===== src/pkg/fan_ramp_pkg.sv =====
package fan_ramp_pkg;

    // register bus geometry
    localparam int AXI_AW = 12;
    localparam int AXI_DW = 32;

    // printed register indexes, byte address is four times the index
    localparam logic [7:0] CTRL_IDX   = 8'h63;
    localparam logic [7:0] CFG6_IDX   = 8'h10;
    localparam logic [7:0] CFG1_IDX   = 8'h40;
    localparam logic [7:0] STATUS_IDX = 8'h70;
    localparam logic [AXI_AW-1:0] CTRL_ADDR   = {2'b00, CTRL_IDX, 2'b00};
    localparam logic [AXI_AW-1:0] CFG6_ADDR   = {2'b00, CFG6_IDX, 2'b00};
    localparam logic [AXI_AW-1:0] CFG1_ADDR   = {2'b00, CFG1_IDX, 2'b00};
    localparam logic [AXI_AW-1:0] STATUS_ADDR = {2'b00, STATUS_IDX, 2'b00};

    // reset values
    localparam logic [7:0] CTRL_RST = 8'h00;
    localparam logic [7:0] CFG6_RST = 8'h00;
    localparam logic       LOCK_RST = 1'b0;

    // control register fields
    localparam int LOCAL_CODE_LSB  = 0;
    localparam int LOCAL_EN_BIT    = 3;
    localparam int REMOTE2_CODE_LSB = 4;
    localparam int REMOTE2_EN_BIT  = 7;
    // configuration six fields
    localparam int TIMEBASE_BIT    = 7;
    localparam int LOCAL_SLOW_BIT  = 1;
    localparam int REMOTE2_SLOW_BIT = 2;
    // configuration one field
    localparam int LOCK_BIT        = 0;

    // ramp timing: full 0..100% ramp at code 000, in tenths of a second
    localparam longint CLK_HZ        = 100_000_000;
    localparam longint DUTY_FULL     = 255;
    localparam longint RAMP_TB0_DS   = 375;
    localparam longint RAMP_TB1_DS   = 522;
    localparam longint SLOT_TB0_CYC  = (RAMP_TB0_DS * CLK_HZ) / (10 * DUTY_FULL);
    localparam longint SLOT_TB1_CYC  = (RAMP_TB1_DS * CLK_HZ) / (10 * DUTY_FULL);
    localparam int     SLOW_FACTOR   = 4;

    localparam logic [1:0] RESP_OKAY   = 2'b00;
    localparam logic [1:0] RESP_SLVERR = 2'b10;

    // one register write leaving the bus slave
    typedef struct packed {
        logic              en;
        logic [AXI_AW-1:0] addr;
        logic [AXI_DW-1:0] data;
        logic [3:0]        strb;
    } wr_cmd_type;

    // per-channel ramp settings
    typedef struct packed {
        logic       enable;
        logic [2:0] code;
    } ramp_cfg_type;

    // duty increment per time slot for each ramp code
    function automatic logic [7:0] ramp_step(input logic [2:0] code);
        case (code)
            3'd0: ramp_step = 8'h01;
            3'd1: ramp_step = 8'h02;
            3'd2: ramp_step = 8'h03;
            3'd3: ramp_step = 8'h04;
            3'd4: ramp_step = 8'h08;
            3'd5: ramp_step = 8'h0C;
            3'd6: ramp_step = 8'h18;
            default: ramp_step = 8'h30;
        endcase
    endfunction : ramp_step

endpackage : fan_ramp_pkg


===== src/rtl/fan_ramp_axil.sv =====
`timescale 1ns/100ps
`default_nettype none
module fan_ramp_axil
    import fan_ramp_pkg::*;
(
    input  wire logic              i_mclk,    // system clock
    input  wire logic              i_sys_rst, // async reset, high
    input  wire logic              i_clk_en,  // freezes state when low
    input  wire logic [AXI_AW-1:0] i_awaddr,  // write address
    input  wire logic              i_awvalid, // write address valid
    output      logic              o_awready, // write address ready
    input  wire logic [AXI_DW-1:0] i_wdata,   // write data
    input  wire logic [3:0]        i_wstrb,   // write byte enables
    input  wire logic              i_wvalid,  // write data valid
    output      logic              o_wready,  // write data ready
    output      logic [1:0]        o_bresp,   // write response
    output      logic              o_bvalid,  // write response valid
    input  wire logic              i_bready,  // write response ready
    input  wire logic [AXI_AW-1:0] i_araddr,  // read address
    input  wire logic              i_arvalid, // read address valid
    output      logic              o_arready, // read address ready
    output      logic [AXI_DW-1:0] o_rdata,   // read data
    output      logic [1:0]        o_rresp,   // read response
    output      logic              o_rvalid,  // read data valid
    input  wire logic              i_rready,  // read data ready
    output      wr_cmd_type        o_wr,      // register write strobe
    output      logic [AXI_AW-1:0] o_rd_addr, // address being read
    input  wire logic [AXI_DW-1:0] i_rd_data, // decoded read data
    input  wire logic              i_rd_hit,  // read address mapped
    input  wire logic              i_wr_hit   // write address mapped
);
    typedef struct packed {
        logic              aw_full;
        logic [AXI_AW-1:0] awaddr;
        logic              w_full;
        logic [AXI_DW-1:0] wdata;
        logic [3:0]        wstrb;
        logic              bvalid;
        logic [1:0]        bresp;
        logic              rvalid;
        logic [1:0]        rresp;
        logic [AXI_DW-1:0] rdata;
    } axil_state_type;

    axil_state_type s_q;
    axil_state_type s_d;
    logic           do_wr;
    logic           take_ar;

    // address and data taken in either order, one write at a time
    assign o_awready = !s_q.aw_full && !s_q.bvalid;
    assign o_wready  = !s_q.w_full && !s_q.bvalid;
    assign o_arready = !s_q.rvalid;
    assign do_wr     = s_q.aw_full && s_q.w_full && !s_q.bvalid;
    assign take_ar   = i_arvalid && !s_q.rvalid;
    assign o_rd_addr = i_araddr;

    assign o_wr.en   = do_wr && i_clk_en;
    assign o_wr.addr = s_q.awaddr;
    assign o_wr.data = s_q.wdata;
    assign o_wr.strb = s_q.wstrb;

    assign o_bvalid = s_q.bvalid;
    assign o_bresp  = s_q.bresp;
    assign o_rvalid = s_q.rvalid;
    assign o_rresp  = s_q.rresp;
    assign o_rdata  = s_q.rdata;

    // channel handshakes
    always_comb begin
        s_d = s_q;
        if (i_awvalid && o_awready) begin
            s_d.aw_full = 1'b1;
            s_d.awaddr  = i_awaddr;
        end
        if (i_wvalid && o_wready) begin
            s_d.w_full = 1'b1;
            s_d.wdata  = i_wdata;
            s_d.wstrb  = i_wstrb;
        end
        if (do_wr) begin
            s_d.aw_full = 1'b0;
            s_d.w_full  = 1'b0;
            s_d.bvalid  = 1'b1;
            s_d.bresp   = i_wr_hit ? RESP_OKAY : RESP_SLVERR;
        end else if (s_q.bvalid && i_bready) begin
            s_d.bvalid = 1'b0;
        end
        if (take_ar) begin
            s_d.rvalid = 1'b1;
            s_d.rdata  = i_rd_hit ? i_rd_data : '0;
            s_d.rresp  = i_rd_hit ? RESP_OKAY : RESP_SLVERR;
        end else if (s_q.rvalid && i_rready) begin
            s_d.rvalid = 1'b0;
        end
    end

    // state register
    always_ff @(posedge i_mclk or posedge i_sys_rst) begin
        if (i_sys_rst) begin
            s_q <= '0;
        end else if (i_clk_en) begin
            s_q <= s_d;
        end
    end
endmodule : fan_ramp_axil
`default_nettype wire


===== src/rtl/fan_ramp_channel.sv =====
`timescale 1ns/100ps
`default_nettype none
module fan_ramp_channel
    import fan_ramp_pkg::*;
(
    input  wire logic         i_mclk,    // system clock
    input  wire logic         i_sys_rst, // async reset, high
    input  wire logic         i_clk_en,  // freezes state when low
    input  wire ramp_cfg_type i_cfg,     // enable and ramp code
    input  wire logic         i_step,    // end of this channel's slot
    input  wire logic [7:0]   i_target,  // newly computed duty
    output      logic [7:0]   o_duty     // fan drive duty
);
    typedef struct packed {
        logic [7:0] duty;
    } chan_state_type;

    chan_state_type s_q;
    chan_state_type s_d;
    logic [7:0]     inc;
    logic [7:0]     gap;

    assign inc    = ramp_step(i_cfg.code);
    assign gap    = (s_q.duty < i_target) ? i_target - s_q.duty
                                          : s_q.duty - i_target;
    assign o_duty = s_q.duty;

    // follow target at once, or ramp one step per slot
    always_comb begin
        s_d = s_q;
        if (!i_cfg.enable) begin
            s_d.duty = i_target;
        end else if (i_step) begin
            if (gap <= inc) begin
                s_d.duty = i_target;
            end else if (s_q.duty < i_target) begin
                s_d.duty = s_q.duty + inc;
            end else begin
                s_d.duty = s_q.duty - inc;
            end
        end
    end

    // state register
    always_ff @(posedge i_mclk or posedge i_sys_rst) begin
        if (i_sys_rst) begin
            s_q <= '0;
        end else if (i_clk_en) begin
            s_q <= s_d;
        end
    end
endmodule : fan_ramp_channel
`default_nettype wire


===== src/rtl/fan_pwm_ramp_smoothing.sv =====
// How it works
// - lock bit makes control register read-only
// - slow-down bit makes ramp four times slower
// - bits 2:0 set local ramp rate
// - enabled channel ramps gradually toward new duty
// - codes map to steps 1,2,3,4,8,12,24,48
// - time base 0 gives 37.5s..0.8s ramps
// - time base 1 gives 52.2s..1.1s ramps
// - bit 3 enables local smoothing
// - bits 6:4 set remote 2 ramp rate
// - bit 7 enables remote 2 smoothing
// - control register resets to zero
`timescale 1ns/100ps
`default_nettype none
module fan_pwm_ramp_smoothing
    import fan_ramp_pkg::*;
#(
    parameter int SLOT_TB0_CYCLES = int'(SLOT_TB0_CYC), // slot, time base 0
    parameter int SLOT_TB1_CYCLES = int'(SLOT_TB1_CYC)  // slot, time base 1
) (
    input  wire logic              i_mclk,          // system clock, 100 MHz
    input  wire logic              i_sys_rst,       // async reset, high
    input  wire logic              i_clk_en,        // freezes state when low
    input  wire logic [AXI_AW-1:0] i_awaddr,        // write address
    input  wire logic              i_awvalid,       // write address valid
    output      logic              o_awready,       // write address ready
    input  wire logic [AXI_DW-1:0] i_wdata,         // write data
    input  wire logic [3:0]        i_wstrb,         // write byte enables
    input  wire logic              i_wvalid,        // write data valid
    output      logic              o_wready,        // write data ready
    output      logic [1:0]        o_bresp,         // write response
    output      logic              o_bvalid,        // write response valid
    input  wire logic              i_bready,        // write response ready
    input  wire logic [AXI_AW-1:0] i_araddr,        // read address
    input  wire logic              i_arvalid,       // read address valid
    output      logic              o_arready,       // read address ready
    output      logic [AXI_DW-1:0] o_rdata,         // read data
    output      logic [1:0]        o_rresp,         // read response
    output      logic              o_rvalid,        // read data valid
    input  wire logic              i_rready,        // read data ready
    input  wire logic [7:0]        i_local_target,  // local loop duty
    input  wire logic [7:0]        i_remote2_target, // remote 2 loop duty
    output      logic [7:0]        o_local_fan_drive_output,   // duty
    output      logic [7:0]        o_remote2_fan_drive_output  // duty
);
    localparam int NCH = 2;

    // refuse slot lengths the counter cannot serve
    if (SLOT_TB0_CYCLES < 1 || SLOT_TB1_CYCLES < 1) begin : g_bad_slot
        $error("slot lengths must be at least one cycle");
    end

    typedef struct packed {
        logic [7:0]  ctrl;
        logic [7:0]  cfg6;
        logic        lock;
        logic [31:0] slot_cnt;
        logic        tick;
        logic [1:0]  slow_div_l;
        logic [1:0]  slow_div_r;
    } top_state_type;

    top_state_type s_q;
    top_state_type s_d;
    wr_cmd_type    wr;
    logic [AXI_AW-1:0] rd_addr;
    logic [AXI_DW-1:0] rd_data;
    logic          rd_hit;
    logic          wr_hit;
    logic [31:0]   slot_len;
    ramp_cfg_type  cfg   [NCH];
    logic [NCH-1:0] slow;
    logic [NCH-1:0] step;
    logic [7:0]    target [NCH];
    logic [7:0]    duty   [NCH];

    // bus slave
    fan_ramp_axil u_axil (
        .i_mclk    (i_mclk),
        .i_sys_rst (i_sys_rst),
        .i_clk_en  (i_clk_en),
        .i_awaddr  (i_awaddr),
        .i_awvalid (i_awvalid),
        .o_awready (o_awready),
        .i_wdata   (i_wdata),
        .i_wstrb   (i_wstrb),
        .i_wvalid  (i_wvalid),
        .o_wready  (o_wready),
        .o_bresp   (o_bresp),
        .o_bvalid  (o_bvalid),
        .i_bready  (i_bready),
        .i_araddr  (i_araddr),
        .i_arvalid (i_arvalid),
        .o_arready (o_arready),
        .o_rdata   (o_rdata),
        .o_rresp   (o_rresp),
        .o_rvalid  (o_rvalid),
        .i_rready  (i_rready),
        .o_wr      (wr),
        .o_rd_addr (rd_addr),
        .i_rd_data (rd_data),
        .i_rd_hit  (rd_hit),
        .i_wr_hit  (wr_hit)
    );

    // address decode
    assign wr_hit = wr.addr == CTRL_ADDR || wr.addr == CFG6_ADDR ||
                    wr.addr == CFG1_ADDR || wr.addr == STATUS_ADDR;
    assign rd_hit = rd_addr == CTRL_ADDR || rd_addr == CFG6_ADDR ||
                    rd_addr == CFG1_ADDR || rd_addr == STATUS_ADDR;

    // read mux, narrow registers in the low bits
    always_comb begin
        rd_data = '0;
        case (rd_addr)
            CTRL_ADDR:   rd_data[7:0]  = s_q.ctrl;
            CFG6_ADDR:   rd_data[7:0]  = s_q.cfg6;
            CFG1_ADDR:   rd_data[LOCK_BIT] = s_q.lock;
            STATUS_ADDR: rd_data[15:0] = {duty[1], duty[0]};
            default:     rd_data = '0;
        endcase
    end

    assign cfg[0].code   = s_q.ctrl[LOCAL_CODE_LSB +: 3];
    assign cfg[0].enable = s_q.ctrl[LOCAL_EN_BIT];
    assign cfg[1].code   = s_q.ctrl[REMOTE2_CODE_LSB +: 3];
    assign cfg[1].enable = s_q.ctrl[REMOTE2_EN_BIT];
    assign slow[0]   = s_q.cfg6[LOCAL_SLOW_BIT];
    assign slow[1]   = s_q.cfg6[REMOTE2_SLOW_BIT];
    assign target[0] = i_local_target;
    assign target[1] = i_remote2_target;

    // time base 0 slot; time base 1 slot
    assign slot_len = s_q.cfg6[TIMEBASE_BIT] ? 32'(SLOT_TB1_CYCLES)
                                             : 32'(SLOT_TB0_CYCLES);

    assign step[0] = s_q.tick && (!slow[0] || s_q.slow_div_l == 2'd3);
    assign step[1] = s_q.tick && (!slow[1] || s_q.slow_div_r == 2'd3);

    // register writes, slot timer and slow dividers
    always_comb begin
        s_d = s_q;
        s_d.tick = 1'b0;
        if (wr.en && wr.strb[0]) begin
            if (wr.addr == CTRL_ADDR && !s_q.lock) begin
                s_d.ctrl = wr.data[7:0];
            end
            if (wr.addr == CFG6_ADDR) begin
                s_d.cfg6 = wr.data[7:0];
            end
            if (wr.addr == CFG1_ADDR && wr.data[LOCK_BIT]) begin
                s_d.lock = 1'b1;
            end
        end
        if (s_q.slot_cnt >= slot_len - 32'd1) begin
            s_d.slot_cnt = '0;
            s_d.tick     = 1'b1;
        end else begin
            s_d.slot_cnt = s_q.slot_cnt + 32'd1;
        end
        if (s_q.tick) begin
            s_d.slow_div_l = s_q.slow_div_l + 2'd1;
            s_d.slow_div_r = s_q.slow_div_r + 2'd1;
        end
    end

    // state register
    always_ff @(posedge i_mclk or posedge i_sys_rst) begin
        if (i_sys_rst) begin
            s_q.ctrl       <= CTRL_RST;
            s_q.cfg6       <= CFG6_RST;
            s_q.lock       <= LOCK_RST;
            s_q.slot_cnt   <= '0;
            s_q.tick       <= 1'b0;
            s_q.slow_div_l <= '0;
            s_q.slow_div_r <= '0;
        end else if (i_clk_en) begin
            s_q <= s_d;
        end
    end

    // one ramp per channel
    for (genvar c = 0; c < NCH; c++) begin : g_chan
        fan_ramp_channel u_chan (
            .i_mclk    (i_mclk),
            .i_sys_rst (i_sys_rst),
            .i_clk_en  (i_clk_en),
            .i_cfg     (cfg[c]),
            .i_step    (step[c]),
            .i_target  (target[c]),
            .o_duty    (duty[c])
        );
    end

    assign o_local_fan_drive_output   = duty[0];
    assign o_remote2_fan_drive_output = duty[1];

    logic rst_seen_q;
    always_ff @(posedge i_mclk or posedge i_sys_rst) begin
        if (i_sys_rst) begin
            rst_seen_q <= 1'b1;
        end else begin
            rst_seen_q <= 1'b0;
        end
    end
endmodule : fan_pwm_ramp_smoothing
`default_nettype wire


===== config.mk =====
export PLATFORM = sky130hd
export DESIGN_NAME = fan_pwm_ramp_smoothing
export DESIGN_NICKNAME = d
export VERILOG_FILES = /design/src/pkg/fan_ramp_pkg.sv /design/src/rtl/fan_ramp_axil.sv /design/src/rtl/fan_ramp_channel.sv /design/src/rtl/fan_pwm_ramp_smoothing.sv
export SDC_FILE = /design/constraint.sdc
export NUM_CORES = 1
export LEC_CHECK = 0
export BUFFER_PORTS_ARGS = -buffer_cell sky130_fd_sc_hd__buf_4
export CAP_MARGIN = 30
export CORE_ASPECT_RATIO = 1.1
export CORE_MARGIN = 2
export CORE_UTILIZATION = 55
export DETAILED_ROUTE_END_ITERATION = 7
export GPL_TIMING_DRIVEN = 0
export PLACE_DENSITY = 0.83
export SLEW_MARGIN = 5
export SYNTH_ARGS = -nofsm -noshare
export SYNTH_HDL_FRONTEND = slang
export SYNTH_SLANG_ARGS = --single-unit

===== constraint.sdc =====
create_clock -name i_mclk -period 6.6 [get_ports i_mclk]
set_input_delay 0.99 -clock i_mclk [delete_from_list [all_inputs] [get_ports i_mclk]]
set_output_delay 0.99 -clock i_mclk [all_outputs]
set_load 0.03 [all_outputs]

==> impl_summary.txt <==
----------------------------------------------------
[Run status]
  Result of the run ... finished clean

[Floorplan]
  Initial Utilization ... 56.61%
  Total number of placement rows ... 46
  Placeable Area ... between 10000 and 15000 um^2
  Width of the chip ... 120.5 um
  I/O pin cnt ... 141
  Area enclosed by the die boundary ... 15920 um^2
  Height of the chip ... 132.1 um

[STA]
  Least setup slack across all paths after layout ... 1.637 ns
  Final max-slew violation count ... 0
  Setup repair after global routing missed its margin ... false
  Shortest period the worst path allows ... 4.963 ns
  Worst-Margin Slew ... 0.8240 ns
  Final count of negative-setup-slack endpoints ... 0
  Hold violation count in the final report ... 0
  Top achievable clock speed ... between 200 and 250 MHz
  Final sum of negative setup slack ... 0 ns
  Worst slew slack as a fraction of its limit ... 44.86%
  Final worst path period share ... 75.19%
  Worst-case clock skew ... slightly above 0.008 ns

[Worst setup path]
  Launch point of the worst path ... i_local_target[0]
  Buf/Inv on CP ... 3
  CP Capture Type ... flip-flop
  Kind of cell with the highest combined delay on the critical path ... compound AO/OA/AOI/OAI gates
  Launch instance of the worst register-to-register path ... g_chan[0].u_chan.o_duty[0]
  Depth of the most critical reg-to-reg path ... 18
  Worst-case register-to-register setup slack ... ~1.7 ns
  Cell-by-cell listing of the critical path ... buf_4 > ha_1 > inv_1 > fa_1 > a211oi_2 > o211ai_2 > nand2_1 > clkbuf_1 > nor2_1 > a21oi_1 > ha_1 > a21o_1 > a21oi_1 > o21ai_0 > o41ai_1 > xnor2_1 > or4_1 > o211ai_1
  Crit-path slowest cell ... sky130_fd_sc_hd__or4_1
  CP Data Arrival Time ... 5.30 ns
  Highest net fanout along the worst path ... 10
  Worst reg2reg path endpoint ... g_chan[0].u_chan.o_duty[7]
  Kind of critical path ... input pin to flip-flop
  Crit start category ... input pin
  Critical path's largest stage delay ... ~0.5 ns
  Critical path data required time ... 6.94 ns

[Clocking]
  # resized after CTS ... 0
  Clock latency on the worst-skew pair ... between 0.4 and 0.5 ns
  TritonCTS clock tree ... done
  Clock-pin slew on the worst setup and hold paths ... about 0.060 ns
  Root buffer selected by CTS ... sky130_fd_sc_hd__clkbuf_16
  Clock Path Buffers ... 2
  # hold bufs at CTS ... 0
  H-tree depth ... 4
  TritonCTS sink count ... 113
  Post-CTS setup-driven buffer insertion count ... 0
  CTS buffer count ... 17

[Logic synthesis]
  Dominant cell by count in the synthesized netlist ... sky130_fd_sc_hd__dfrtp_1
  Mapped Avg Cell Area ... approximately 9 um^2
  Mapped Area ... 8210 um^2
  YS warnings ... 0
  Combinational family with the most area after synthesis ... simple AND/OR/NAND/NOR gates
  Number of distinct library cells after synthesis ... 74
  Prevailing post-synth register cell ... sky130_fd_sc_hd__dfrtp_1
  Leading cell types by total area after synthesis ... sky130_fd_sc_hd__dfrtp_1 34%, sky130_fd_sc_hd__ha_1 11%, sky130_fd_sc_hd__mux2_2 5.5%, sky130_fd_sc_hd__nand2_1 4.5%, sky130_fd_sc_hd__nor2_1 3.6%
  Share of synthesized registers carrying an async set or reset ... 100.0%
  Simple-gate portion of the synthesized area ... between 10% and 20%
  Synth Register Bits ... 113
  Number of synthesized flops with an enable pin ... 0
  Share of the synthesized netlist area taken by xor and xnor gates ... 6.080%
  Synth top cells by count ... 113 x sky130_fd_sc_hd__dfrtp_1, 98 x sky130_fd_sc_hd__nand2_1, 78 x sky130_fd_sc_hd__nor2_1
  Post-synthesis sequential area ratio ... 34.44%
  Multiplexer area fraction after synthesis ... 7.681%
  Number of standard cells after synthesis ... 894
  Post-synth top area cell ... sky130_fd_sc_hd__dfrtp_1
  Complex-gate fraction of the synthesized area ... 14.57%
  Area share of the leading cell type in the synthesized netlist ... 34.44%
  Adder-Cell Fraction of Synth Area ... roughly an eighth

[Global route]
  Grt total ovfl ... 0
  Largest net degree at the start of global routing ... 81
  Initial antenna violation count ... 0
  Wire length of the first global-routing pass ... 32650 um
  Vias in the first global route ... 6913
  Global-route total usage across every layer ... 25.36%

[Routing]
  Residual DRC ... 0
  Detailed Routing Iterations Pass 1 ... 5
  Final wirelength ... 19540 um
  Iter 0 DRT Violations ... 347
  Number of antenna-violating nets in the routed design ... 0
  Via count ... 6900
  Routed vias/inst ... about 5.6
  Average detailed-routed wire length per instance ... 15.88 um

[Pwr]
  Max VDD drop ... between 0.0003 and 0.0004 V
  Leak ... 4.870 nW
  Pwr/cell area ... 294.3 nW/um^2

[Placement]
  GPL Wtd Cong ... a little under 0.9
  Number of port buffers ... 94
  Setup WS pre-CTS ... between 1 and 1.5 ns
  Half-perimeter wire length after placement ... 14770 um

[Worst hold path]
  Hold-critical path depth ... 1
  Startpoint of the most critical hold path ... s_q[2]
  End point of the most critical hold path ... s_q[2]
  Type of the worst min-delay path ... flip-flop to flip-flop

[Run]
  Max-capacitance violation count ... 0

[Layout]
  Layout overhead on the synthesized area ... 19.87%
  Proportion of layout cells with a drive suffix above 1 ... 23.12%
  Antenna diode count ... 0
  Total area of sequential cells ... 2828 um^2
  Filler Cells Inserted ... 1173
  Total area of multi-input combinational cells ... approximately 4800 um^2
  Net count reported at finish ... 1190

----------------------------------------------------
## layer usage
metal	global-route usage (%)	wire [um]	up-vias
met5	0	0	-
met4	10.85	643	0
met3	5.969	1162	49
met2	42.69	9574	211
met1	30.99	8157	3305
li1	-	-	3335
## area by class of cell
cell class	count	area share (%)
well taps	192	2.441
inverters	60	2.339
clock inverters	15	1.665
multi-input cells	679	49.15
plain buffers	59	3.903
repair buffers	95	7.450
clock buffers	17	4.322
flip-flops and latches	113	28.73
## flip-flops by register name (all words and copies together) (netlist names)
name,flops
u_axil.o_bvalid,1
u_axil.o_bresp,1
u_axil.o_rvalid,1
cfg,8
u_axil.o_rdata,16
s_q,46
u_axil.s_q,2
u_axil.o_wr,21
u_axil.o_rresp,1
g_chan.u_chan.o_duty,16
## layout by cell type, fill, tap and decap left out, types with 4 or more instances in the layout
master,synthesis,layout
sky130_fd_sc_hd__buf_4,36,130
sky130_fd_sc_hd__dfrtp_1,113,113
sky130_fd_sc_hd__nand2_1,98,98
sky130_fd_sc_hd__nor2_1,78,78
sky130_fd_sc_hd__ha_1,75,75
sky130_fd_sc_hd__inv_1,58,57
sky130_fd_sc_hd__a21oi_1,50,50
sky130_fd_sc_hd__o21ai_0,43,43
sky130_fd_sc_hd__mux2_2,40,40
sky130_fd_sc_hd__xnor2_1,29,29
sky130_fd_sc_hd__xor2_1,28,28
sky130_fd_sc_hd__nand3_1,23,23
sky130_fd_sc_hd__mux2i_1,18,18
sky130_fd_sc_hd__conb_1,1,18
sky130_fd_sc_hd__clkbuf_16,0,17
sky130_fd_sc_hd__nor3_1,16,16
sky130_fd_sc_hd__clkbuf_1,16,16
sky130_fd_sc_hd__a21o_1,16,16
sky130_fd_sc_hd__nor2b_1,10,10
sky130_fd_sc_hd__and3_1,10,10
sky130_fd_sc_hd__nand4_1,8,8
sky130_fd_sc_hd__nand2b_1,7,7
sky130_fd_sc_hd__a222oi_1,7,7
sky130_fd_sc_hd__nor4_1,6,6
sky130_fd_sc_hd__o21ai_1,6,6
sky130_fd_sc_hd__a31oi_1,6,6
sky130_fd_sc_hd__o22ai_1,6,6
sky130_fd_sc_hd__inv_6,0,6
sky130_fd_sc_hd__fa_1,6,6
sky130_fd_sc_hd__o211ai_1,5,5
sky130_fd_sc_hd__o21a_1,5,5
sky130_fd_sc_hd__inv_8,0,5
sky130_fd_sc_hd__buf_2,4,4
sky130_fd_sc_hd__nand3b_1,4,4
sky130_fd_sc_hd__o221ai_1,4,4
## per-stage QoR
step	cells	hold slack [ns]	util, %	area (um^2)	power, mW
2_1_floorplan	911	0.4400	-	8274	1.716
5_1_grt	1230	0.4998	67.86	9842	3.084
4_1_cts	1230	0.4878	67.86	9842	2.909
3_3_place_gp	1197	0.4670	63.57	9220	1.937
6_report	1230	0.4821	67.86	9842	2.897
3_5_place_dp	1198	0.4734	63.79	9253	1.983
## kinds of logic (layout without fill, tap and decap cells)
family	count (synthesis)	in the layout
AO/OA/AOI/OAI	178	178
XOR/XNOR	57	57
adder cells (fa/ha/maj)	81	81
buffers and inverters	119	246
flip-flops	113	113
multiplexers	58	58
other	1	18
AND/OR/NAND/NOR	287	287
## power by group
group	total, mW	internal, mW	switching (mW)
Combinational	1.04	0.481	0.563
Sequential	0.943	0.808	0.135
Clock	0.910	0.537	0.374
Total	2.90	1.83	1.07
## how the worst max path moves through the flow
stage / slack (ns) / cells after the start / end
finish: 1.64 / 18 / g_chan[0].u_chan.o_duty[7]
global route: 1.31 / 18 / g_chan[0].u_chan.o_duty[7]
CTS: 1.65 / 18 / g_chan[0].u_chan.o_duty[7]
detailed placement: 1.28 / 18 / g_chan[0].u_chan.o_duty[7]
global placement: 1.36 / 2 / u_axil.o_wr[42]
floorplan: 2.09 / 17 / g_chan[0].u_chan.o_duty[7]
Power figures use the tool's default switching activity.
